File: src/design/hcur_defs.svh
// hcur_defs.svh: offsets, field positions and geometry of the cursor block
// assumes: included by bare name from design files only
`ifndef HCUR_DEFS_SVH
`define HCUR_DEFS_SVH

`define HCUR_IDX_RED        8'h2d
`define HCUR_IDX_GREEN      8'h2e
`define HCUR_IDX_BLUE       8'h2f
`define HCUR_IDX_ADDR_LOW   8'h30
`define HCUR_IDX_ADDR_MID   8'h31
`define HCUR_IDX_ADDR_HIGH  8'h32
`define HCUR_ADDR_W         27
`define HCUR_XOR_OFS        27'h0000200
`define HCUR_WIDTH_PX       7'h40
`define HCUR_BYTES_PER_ROW  4'h8
`define HCUR_PLANE_LAST     9'h1ff

`endif

File: src/design/hcur_pkg.sv
// hcur_pkg.sv: types shared by the cursor register block and its fetch helper
// assumes: the defs header supplies numeric constants
package hcur_pkg;

    typedef struct packed {
        logic [7:0] red;
        logic [7:0] green;
        logic [7:0] blue;
    } hcur_rgb_t;

    typedef struct packed {
        logic       wr;
        logic       rd;
        logic [7:0] index;
        logic [7:0] wdata;
    } hcur_port_t;

    typedef enum logic [1:0] {
        HCUR_PIX_COLOR0,
        HCUR_PIX_COLOR1,
        HCUR_PIX_SCREEN,
        HCUR_PIX_INVERT
    } hcur_pix_t;

endpackage : hcur_pkg

File: src/design/hcur_regs.sv
// hcur_regs.sv: cursor colour 1 and AND mask address registers with pixel fetch
// assumes: indexed data port already decoded to a write/read strobe with index;
// display pipe supplies cursor row/column and plane bytes it fetched.
// the colour and address registers carry no reset, so software must program
// them before the cursor is shown; fetch address and class lag row/column by one clock.
//
// How it works
// RL1: red component of colour 1 held in eight read/write bits.
// RL2: green component of colour 1 held in its own eight-bit register.
// RL3: blue component of colour 1 held in its own eight-bit register.
// RL4: colour 1 and low address registers are not reset.
// RL5: low address bits 7..1 give AND mask address bits 15..9.
// RL6: XOR mask starts 512 bytes above the AND mask base.
// RL7: software keeps the bitmap on a 1 KByte boundary.
// RL8: top-left pixel uses bit 7 of first AND and XOR bytes.
// RL9: next pixel uses next lower bit, then the next byte.
// RL10: software writes zero to reserved bit 0 of low address.
// RL11: registers reached through indexed data port at indices 2d to 32.
// RL12: cursor width fixed at 64 pixels, no width register.
// RL13: middle address register gives AND mask bits 23..16.
// RL14: high address register gives bits 26..24; upper bits reserved.
// RL15: AND/XOR pairs pick colour 0, colour 1, screen, or invert.
`timescale 1ns/1ps
`default_nettype none
`include "hcur_defs.svh"

module hcur_regs
    import hcur_pkg::*;
(
    input  wire logic        mclk,
    input  wire logic        rst,
    input  wire hcur_port_t  port,
    input  wire logic [5:0]  pix_row,
    input  wire logic [5:0]  pix_col,
    input  wire logic [7:0]  and_byte,
    input  wire logic [7:0]  xor_byte,
    output logic      [7:0]  rdata,
    output logic             rvalid,
    output hcur_rgb_t        color1,
    output logic      [26:0] and_base,
    output logic      [26:0] fetch_and_addr,
    output logic      [26:0] fetch_xor_addr,
    output hcur_pix_t        pix_kind
);
    hcur_rgb_t   color1_q,   color1_d;
    logic [7:1]  addr_low_q, addr_low_d;
    logic [7:0]  addr_mid_q, addr_mid_d;
    logic [2:0]  addr_hi_q,  addr_hi_d;
    logic [7:0]  rdata_q,    rdata_d;
    logic        rvalid_q,   rvalid_d;
    logic [26:0] fa_q, fa_d, fx_q, fx_d;
    hcur_pix_t   kind_q, kind_d;
    logic [26:0] base_w, and_a, xor_a;
    logic [2:0]  bsel;
    // assertion helper: one bit per address register written since reset
    logic [2:0]  addr_seen_q, addr_seen_d;

    // one index comparator shared by the write decode and the seen flags
    function automatic logic hit(input logic [7:0] idx, input logic [7:0] want);
        hit = (idx == want);
    endfunction : hit

    // RL5 RL13 RL14 linear address assembly, RL7 low bits zero
    // bit 9 stays programmable: keeping it clear for 1 KByte alignment is up to software
    assign base_w = {addr_hi_q, addr_mid_q, addr_low_q, 9'h000};

    hcur_bitmap_addr hcur_bitmap_addr_inst (
        .base     (base_w),
        .row      (pix_row),
        .col      (pix_col),
        .and_addr (and_a),
        .xor_addr (xor_a),
        .bit_sel  (bsel)
    );

    // config state: no reset on purpose, values undefined until written
    always_comb begin
        color1_d   = color1_q;
        addr_low_d = addr_low_q;
        addr_mid_d = addr_mid_q;
        addr_hi_d  = addr_hi_q;
        // RL11 indexed register writes
        if (port.wr) begin
            // RL1 red
            if (hit(port.index, `HCUR_IDX_RED))      color1_d.red   = port.wdata;
            // RL2 green
            if (hit(port.index, `HCUR_IDX_GREEN))    color1_d.green = port.wdata;
            // RL3 blue
            if (hit(port.index, `HCUR_IDX_BLUE))     color1_d.blue  = port.wdata;
            // reserved bits are not stored, so a stray one cannot reach the base
            // RL5 RL10 bit 0 dropped
            if (hit(port.index, `HCUR_IDX_ADDR_LOW)) addr_low_d = port.wdata[7:1];
            // RL13 middle bits
            if (hit(port.index, `HCUR_IDX_ADDR_MID)) addr_mid_d = port.wdata;
            // RL14 upper bits reserved
            if (hit(port.index, `HCUR_IDX_ADDR_HIGH)) addr_hi_d = port.wdata[2:0];
        end
    end

    // RL4 no reset applied
    always_ff @(posedge mclk) begin
        color1_q   <= color1_d;
        addr_low_q <= addr_low_d;
        addr_mid_q <= addr_mid_d;
        addr_hi_q  <= addr_hi_d;
    end

    // the mask base is undefined until all three address registers are written;
    // fetch checks wait on these bits instead of looking at unknown values.
    // a mid-run reset clears them although the registers keep their contents,
    // which only quiets those checks until software writes the base again
    always_comb begin
        addr_seen_d = addr_seen_q;
        if (port.wr) begin
            if (hit(port.index, `HCUR_IDX_ADDR_LOW))  addr_seen_d[0] = 1'b1;
            if (hit(port.index, `HCUR_IDX_ADDR_MID))  addr_seen_d[1] = 1'b1;
            if (hit(port.index, `HCUR_IDX_ADDR_HIGH)) addr_seen_d[2] = 1'b1;
        end
    end

    always_ff @(posedge mclk) begin
        if (rst) begin
            addr_seen_q <= 3'h0;
        end else begin
            addr_seen_q <= addr_seen_d;
        end
    end

    // rdata is held between reads so the port can take it a cycle late
    always_comb begin
        rdata_d  = rdata_q;
        rvalid_d = port.rd;
        // RL11 indexed register reads
        if (port.rd) begin
            case (port.index)
                `HCUR_IDX_RED:       rdata_d = color1_q.red;
                `HCUR_IDX_GREEN:     rdata_d = color1_q.green;
                `HCUR_IDX_BLUE:      rdata_d = color1_q.blue;
                // reserved bit reads as zero
                `HCUR_IDX_ADDR_LOW:  rdata_d = {addr_low_q, 1'b0};
                `HCUR_IDX_ADDR_MID:  rdata_d = addr_mid_q;
                `HCUR_IDX_ADDR_HIGH: rdata_d = {5'h00, addr_hi_q};
                default:             rdata_d = 8'h00;
            endcase
        end
    end

    // addresses and class are registered together so the pipe sees them on one edge
    // RL12 width fixed: column is 6 bits, 64 pixels
    // RL15 pixel classification from the two plane bits
    always_comb begin
        fa_d = and_a;
        fx_d = xor_a;
        case ({and_byte[bsel], xor_byte[bsel]})
            2'b00:   kind_d = HCUR_PIX_COLOR0;
            2'b01:   kind_d = HCUR_PIX_COLOR1;
            2'b10:   kind_d = HCUR_PIX_SCREEN;
            2'b11:   kind_d = HCUR_PIX_INVERT;
            default: kind_d = HCUR_PIX_SCREEN;
        endcase
    end

    always_ff @(posedge mclk) begin
        if (rst) begin
            rdata_q  <= 8'h00;
            rvalid_q <= 1'b0;
            fa_q     <= 27'h0000000;
            fx_q     <= 27'h0000000;
            kind_q   <= HCUR_PIX_SCREEN;
        end else begin
            rdata_q  <= rdata_d;
            rvalid_q <= rvalid_d;
            fa_q     <= fa_d;
            fx_q     <= fx_d;
            kind_q   <= kind_d;
        end
    end

    assign rdata          = rdata_q;
    assign rvalid         = rvalid_q;
    assign color1         = color1_q;
    assign and_base       = base_w;
    assign fetch_and_addr = fa_q;
    assign fetch_xor_addr = fx_q;
    assign pix_kind       = kind_q;

    // register write paths
    a_red_write: assert property (@(posedge mclk) disable iff (rst) // RL1
        port.wr && port.index == `HCUR_IDX_RED |=> color1.red == $past(port.wdata))
        else $error("red not stored");
    a_green_write: assert property (@(posedge mclk) disable iff (rst) // RL2
        port.wr && port.index == `HCUR_IDX_GREEN |=> color1.green == $past(port.wdata))
        else $error("green not stored");
    a_blue_write: assert property (@(posedge mclk) disable iff (rst) // RL3
        port.wr && port.index == `HCUR_IDX_BLUE |=> color1.blue == $past(port.wdata))
        else $error("blue not stored");
    a_low_addr: assert property (@(posedge mclk) disable iff (rst) // RL5
        port.wr && port.index == `HCUR_IDX_ADDR_LOW
        |=> and_base[15:9] == $past(port.wdata[7:1]) && and_base[8:0] == 9'h000)
        else $error("low address field wrong");
    a_mid_addr: assert property (@(posedge mclk) disable iff (rst) // RL13
        port.wr && port.index == `HCUR_IDX_ADDR_MID |=> and_base[23:16] == $past(port.wdata))
        else $error("mid address field wrong");
    a_high_addr: assert property (@(posedge mclk) disable iff (rst) // RL14
        port.wr && port.index == `HCUR_IDX_ADDR_HIGH |=> and_base[26:24] == $past(port.wdata[2:0]))
        else $error("high address field wrong");

    // fetch address checks, quiet until the base is fully written;
    // the two planes are checked against each other and against the base
    a_xor_offset: assert property (@(posedge mclk) disable iff (rst) // RL6
        &addr_seen_q |=> fetch_xor_addr == fetch_and_addr + `HCUR_XOR_OFS)
        else $error("xor plane not 512 above");
    a_first_pixel: assert property (@(posedge mclk) disable iff (rst) // RL8
        &addr_seen_q && pix_row == 6'h00 && pix_col == 6'h00
        |=> fetch_and_addr == $past(base_w)
        && fetch_xor_addr == $past(base_w) + `HCUR_XOR_OFS)
        else $error("first pixel not at base");
    a_last_pixel: assert property (@(posedge mclk) disable iff (rst) // RL9
        &addr_seen_q && pix_row == 6'h3f && pix_col == 6'h3f
        |=> fetch_and_addr == $past(base_w) + {18'h00000, `HCUR_PLANE_LAST}
        && fetch_xor_addr == $past(base_w) + `HCUR_XOR_OFS + {18'h00000, `HCUR_PLANE_LAST})
        else $error("last pixel not at base plus 511");
    a_pixel_kind: assert property (@(posedge mclk) disable iff (rst) // RL15
        and_byte[3'h7 - pix_col[2:0]] && !xor_byte[3'h7 - pix_col[2:0]]
        |=> pix_kind == HCUR_PIX_SCREEN)
        else $error("transparent pixel misclassified");
    a_read_back: assert property (@(posedge mclk) disable iff (rst) // RL11
        port.rd && port.index == `HCUR_IDX_ADDR_LOW && !port.wr
        |=> rvalid && rdata == {and_base[15:9], 1'b0})
        else $error("low address readback wrong");

    // remaining readback paths; a write in the same cycle is excluded because
    // the read returns the value held before that edge
    a_read_red: assert property (@(posedge mclk) disable iff (rst) // RL1
        port.rd && !port.wr && port.index == `HCUR_IDX_RED
        |=> rvalid && rdata == color1.red)
        else $error("red readback wrong");
    a_read_green: assert property (@(posedge mclk) disable iff (rst) // RL2
        port.rd && !port.wr && port.index == `HCUR_IDX_GREEN
        |=> rvalid && rdata == color1.green)
        else $error("green readback wrong");
    a_read_blue: assert property (@(posedge mclk) disable iff (rst) // RL3
        port.rd && !port.wr && port.index == `HCUR_IDX_BLUE
        |=> rvalid && rdata == color1.blue)
        else $error("blue readback wrong");
    a_read_mid: assert property (@(posedge mclk) disable iff (rst) // RL13
        port.rd && !port.wr && port.index == `HCUR_IDX_ADDR_MID
        |=> rvalid && rdata == and_base[23:16])
        else $error("mid address readback wrong");
    a_read_high: assert property (@(posedge mclk) disable iff (rst) // RL14
        port.rd && !port.wr && port.index == `HCUR_IDX_ADDR_HIGH
        |=> rvalid && rdata == {5'h00, and_base[26:24]})
        else $error("high address readback wrong");

    a_unmapped_read: assert property (@(posedge mclk) disable iff (rst) // RL11
        port.rd && (port.index < `HCUR_IDX_RED || port.index > `HCUR_IDX_ADDR_HIGH)
        |=> rvalid && rdata == 8'h00)
        else $error("unmapped index did not read zero");
    a_rvalid_read: assert property (@(posedge mclk) disable iff (rst) // RL11
        port.rd |=> rvalid)
        else $error("read not acknowledged");
    a_rvalid_idle: assert property (@(posedge mclk) disable iff (rst) // RL11
        !port.rd |=> !rvalid && $stable(rdata))
        else $error("read data moved without a read");

    // reset clears the read and fetch side but must leave the configuration alone
    a_reset_state: assert property (@(posedge mclk) // reset values
        rst |=> !rvalid && rdata == 8'h00 && pix_kind == HCUR_PIX_SCREEN)
        else $error("read or fetch state not cleared by reset");
    a_base_hold: assert property (@(posedge mclk) // RL4
        &addr_seen_q && !(port.wr && (port.index == `HCUR_IDX_ADDR_LOW
        || port.index == `HCUR_IDX_ADDR_MID || port.index == `HCUR_IDX_ADDR_HIGH))
        |=> $stable(and_base))
        else $error("mask base changed without a write");

    // remaining pixel classes; the column picks the bit, leftmost pixel on bit 7
    a_kind_color0: assert property (@(posedge mclk) disable iff (rst) // RL15
        !and_byte[3'h7 - pix_col[2:0]] && !xor_byte[3'h7 - pix_col[2:0]]
        |=> pix_kind == HCUR_PIX_COLOR0)
        else $error("colour 0 pixel misclassified");
    a_kind_color1: assert property (@(posedge mclk) disable iff (rst) // RL15
        !and_byte[3'h7 - pix_col[2:0]] && xor_byte[3'h7 - pix_col[2:0]]
        |=> pix_kind == HCUR_PIX_COLOR1)
        else $error("colour 1 pixel misclassified");
    a_kind_invert: assert property (@(posedge mclk) disable iff (rst) // RL15
        and_byte[3'h7 - pix_col[2:0]] && xor_byte[3'h7 - pix_col[2:0]]
        |=> pix_kind == HCUR_PIX_INVERT)
        else $error("inverting pixel misclassified");
    a_row_start: assert property (@(posedge mclk) disable iff (rst) // RL12
        &addr_seen_q && pix_col == 6'h00 |=> fetch_and_addr[2:0] == 3'h0)
        else $error("row does not start on a fresh byte");
    a_plane_span: assert property (@(posedge mclk) disable iff (rst) // RL9
        &addr_seen_q |=> fetch_and_addr[26:9] == $past(base_w[26:9])
        && fetch_xor_addr[8:0] == fetch_and_addr[8:0])
        else $error("fetch left its 512-byte plane");

    // main scenarios the bench is expected to reach
    c_write_red:  cover property (@(posedge mclk) port.wr && port.index == `HCUR_IDX_RED);
    c_read_blue:  cover property (@(posedge mclk) port.rd && port.index == `HCUR_IDX_BLUE);
    c_invert_px:  cover property (@(posedge mclk) pix_kind == HCUR_PIX_INVERT);
    c_color1_px:  cover property (@(posedge mclk) pix_kind == HCUR_PIX_COLOR1);
    c_last_pixel: cover property (@(posedge mclk) pix_row == 6'h3f && pix_col == 6'h3f);
endmodule : hcur_regs
`default_nettype wire

File: src/design/hcur_bitmap_addr.sv
// hcur_bitmap_addr.sv: pixel to byte/bit address of the two cursor planes
// assumes: base is 1 KByte aligned, row 0..63, column 0..63
`timescale 1ns/1ps
`default_nettype none
`include "hcur_defs.svh"

module hcur_bitmap_addr
    import hcur_pkg::*;
(
    input  wire logic [26:0] base,
    input  wire logic [5:0]  row,
    input  wire logic [5:0]  col,
    output logic      [26:0] and_addr,
    output logic      [26:0] xor_addr,
    output logic      [2:0]  bit_sel
);
    logic [8:0] byte_ofs;

    // RL9 byte ordering row-major
    assign byte_ofs = {row, col[5:3]};
    assign and_addr = base + {18'h00000, byte_ofs};
    // RL6 xor plane 512 above
    assign xor_addr = base + `HCUR_XOR_OFS + {18'h00000, byte_ofs};
    // RL8 leftmost pixel is bit 7
    assign bit_sel  = 3'h7 - col[2:0];
endmodule : hcur_bitmap_addr
`default_nettype wire

File: config.mk
export PLATFORM = sky130hd
export DESIGN_NAME = hcur_regs
export DESIGN_NICKNAME = d
export VERILOG_FILES = /design/src/design/hcur_pkg.sv /design/src/design/hcur_regs.sv /design/src/design/hcur_bitmap_addr.sv
export VERILOG_INCLUDE_DIRS = /design/src /design/src/design
export SDC_FILE = /design/constraint.sdc
export NUM_CORES = 1
export LEC_CHECK = 0
export ABC_AREA = 0
export BUFFER_PORTS_ARGS = -buffer_cell sky130_fd_sc_hd__clkbuf_2
export CAP_MARGIN = 10
export CORE_AREA = 5 5 116 91
export DETAILED_ROUTE_END_ITERATION = 6
export DIE_AREA = 0 0 121 96
export PLACE_DENSITY = 0.74
export SLEW_MARGIN = 5
export SYNTH_ARGS = -nofsm -noshare
export SYNTH_HDL_FRONTEND = slang
export SYNTH_SLANG_ARGS = --single-unit
File: constraint.sdc
create_clock -name mclk -period 1.72 [get_ports mclk]
set_input_delay 0 -clock mclk [delete_from_list [all_inputs] [get_ports mclk]]
set_output_delay 0 -clock mclk [all_outputs]
set_load 0.02 [all_outputs]
==> run_results.csv <==
group,metric,value,unit
timing,tns,-0.08309,ns
synth,synth_top_family_by_area,"simple AND/OR/NAND/NOR gates",
final_layout,multiInputGateArea,1281,um^2
power_and_ir_drop,totalPowerFinal,5.078,mW
final_layout,area_growth,40.58,%
timing,hold_viol,0,
floorplanning,die_area,11620,um^2
timing,clock_skew,0.005637,ns
place,dp_slack,-0.02433,ns
power_and_ir_drop,powerDensity,933.4,nW/um^2
synth,synth_most_common_cell,"dfxtp_1",
timing,finalCritPeriodShare,103.1,%
worst_setup_path,cpPeakStageDelay,0.48,ns
global_routing,grt_pass1_wl,16.80,mm
final_layout,final_cells,658,
global_routing,grt_overflow,0,
status,status,"complete, but fails checks",
synth,synth_top_area_cell,"edfxtp_1",
synth,synthAdderAreaFrac,0.3233,%
timing,hold_ws,0.001001,ns
routing,wl,11.15,mm
synth,synthCells,331,
run,max_cap_viol_count,0,
power_and_ir_drop,peakVddDrop,0.5525,mV
final_layout,post-route-util,58.20,%
timing,rsz0062_at_grt,"true",
global_routing,grt_max_degree,48,
timing,finalSetupViolCount,2,
synth,syn_avg_cell_area,11.69,um^2
synth,yosys_warnings,0,
timing,min_period,1.773,ns
floorplanning,io-pin-count,164,
worst_setup_path,crit_chain,"ha_2 -> and4_4 -> or4b_4 -> or3_1 -> a21oi_1",
synth,synth_xor_area_share,2.489,%
routing,viasPerCell,5.043,
cts,clockRootBuffer,"clkbuf_16",
synth,ys_top_cells_by_area,"edfxtp_1, dfxtp_1, nor2b_1, buf_4, nor2_1",
synth,synthArstFlopShare,0,%
floorplanning,core_area,9348,um^2
synth,synth_compound_area_share,7.436,%
worst_setup_path,end_kind,"register",
worst_setup_path,worstSetupStartpointType,"register",
cts,clock-sinks,98,
synth,netlist_area,3870,um^2
timing,clock.fmax,564.0,MHz
worst_setup_path,slowest_stage,"or4b_4",
worst_setup_path,critical_path.top_delay_family,"simple AND/OR/NAND/NOR gates",
worst_setup_path,required,1.99,ns
cts,clock_latency,0.34,ns
cts,cts_max_level,3,
cts,clk_pin_slew_worst_paths,0.06,ns
timing,drv_slew,0,
worst_setup_path,cp_max_fo,5,
timing,tightest_slew,0.6351,ns
cts,cts_tree,"built",
synth,ys_ff_latch,98,
global_routing,antenna_found_initial,0,
floorplanning,initial_core_util,41.40,%
synth,synthTopCellsByCount,"dfxtp_1, edfxtp_1, nor2_1",
routing,drt-pass1-iter-count,6,
final_layout,final_net_count,570,
place,io_buffers,154,
cts,tritoncts.num_buffers,9,
timing,maxSlewHeadroom,57.66,%
routing,routed-via-count,3318,
synth,synth.top_cell.area_share,32.59,%
final_layout,final_area,5440,um^2
hold_path,min_path_type,"in2reg",
final_layout,num-fill-cells,778,
global_routing,grt_pass1_vias,3199,
cts,clockBufferDepth,2,
floorplanning,die_h,96,um
final_layout,layout-drive-gt1-share,41.25,%
synth,ys.flop_type,"dfxtp_1",
status,failed_checks,"negative setup slack",
synth,synth_edf_count,42,
floorplanning,dieWidth,121,um
synth,yosys.area_share.simple,17.07,%
final_layout,antennaDiodeCount,0,
routing,antenna_left,0,
timing,fin_ws,-0.05298,ns
synth,ys_seq_area_share,61.56,%
floorplanning,rows,31,
power_and_ir_drop,p_leak,2.359,nW
worst_setup_path,crit_arrival,2.05,ns
place,hpwl,8.503,mm
routing,wl_per_cell,16.95,um
place,gp_congestion,0.8587,
place,dp_cells,623,
final_layout,final-seq-area,2382,um^2
place,dpl_cell_area,4921,um^2
synth,synth.mux.area_fraction,4.462,%
routing,drtIter0Drc,303,
worst_setup_path,critical_path_class,"reg2reg",
worst_setup_path,path_buf_inv,0,
routing,drc_errors,0,
synth,netlist-cell-type-count,44,
global_routing,grt_usage,18.96,%
==> state kept, by name, summed over array words and instances (netlist names) <==
| signal | count |
|---|---|
| addr_hi_q | 3 |
| addr_mid_q | 8 |
| rdata | 8 |
| fetch_and_addr | 27 |
| color1 | 24 |
| addr_low_q | 7 |
| rvalid | 1 |
| fetch_xor_addr | 18 |
| pix_kind | 2 |
==> power by group <==
part	internal [mW]	total (mW)	switching, mW
clock	1.35	2.19	0.833
combinational	0.168	0.407	0.239
sequential	2.47	2.48	0.0164
total	3.99	5.08	1.09
==> path summary, 6_finish.rpt <==
check                startpoint                 end  slack, ns  cells after the start
hold / removal              rst              rvalid      0.001                      2
setup reg to reg  addr_low_q[2]  fetch_xor_addr[23]      -0.05                      5
hold reg to reg        rdata[1]            rdata[1]       0.49                      2
setup / recovery  addr_low_q[2]  fetch_xor_addr[23]      -0.05                      5
==> cell families (layout without fill, tap and decap cells) <==
logic type / count (synthesis) / after routing
and+or+nand+nor: 121 / 121
DFF: 98 / 98
buffers and inverters: 47 / 234
AOI/OAI and AO/OA: 40 / 40
muxes: 12 / 12
xor gates and xnor gates: 11 / 11
adders and majority gates: 1 / 1
other: 1 / 9
==> layer usage <==
| metal | vias to the layer above | track usage [%] | part of all wire [%] |
|---|---|---|---|
| li1 | 1548 | - | - |
| met3 | 10 | 8.049 | 10 |
| met2 | 177 | 31.21 | 46 |
| met4 | 0 | 3.208 | 0.93 |
| met5 | - | 0 | 0 |
| met1 | 1583 | 23.81 | 42 |
==> timing repair <==
action / 4_1_cts / 5_1_grt
pin swaps: 2 / 0
resized for setup: 0 / 0
hold buffers: 19 / 0
endpoints found under the setup margin: 2 / 3
hold endpoints to repair: 55 / 0
setup buffers: 0 / 0
==> cells in the final DEF (no fill, tap or decap), types with 2 or more instances in the layout <==
| master | count |
|---|---|
| a21oi_1 | 7 |
| a221oi_1 | 5 |
| a222oi_1 | 4 |
| a22o_1 | 7 |
| a311oi_1 | 3 |
| and3_1 | 5 |
| and4_1 | 2 |
| buf_12 | 2 |
| buf_4 | 32 |
| bufinv_16 | 2 |
| clkbuf_16 | 10 |
| clkbuf_2 | 154 |
| clkinv_2 | 3 |
| conb_1 | 9 |
| dfxtp_1 | 56 |
| dlygate4sd3_1 | 19 |
| edfxtp_1 | 42 |
| inv_1 | 11 |
| mux2_2 | 2 |
| mux2i_1 | 6 |
| mux4_2 | 4 |
| nand2_1 | 18 |
| nand3_1 | 7 |
| nand4_1 | 3 |
| nor2_1 | 27 |
| nor2b_1 | 23 |
| nor3_1 | 11 |
| nor4_1 | 10 |
| o21ai_0 | 10 |
| o31ai_1 | 2 |
| or3_1 | 3 |
| xnor2_1 | 6 |
| xor2_1 | 5 |
==> layout make-up <==
cell class / count / area share [%]
clock buffer: 11 / 4.669
clock inverter: 5 / 1.380
inverter: 11 / 0.7590
multi-input combinational: 194 / 23.55
sequential: 98 / 43.79
tap: 132 / 3.036
timing repair buffer: 207 / 22.82
(Power assumes the default switching activity.)
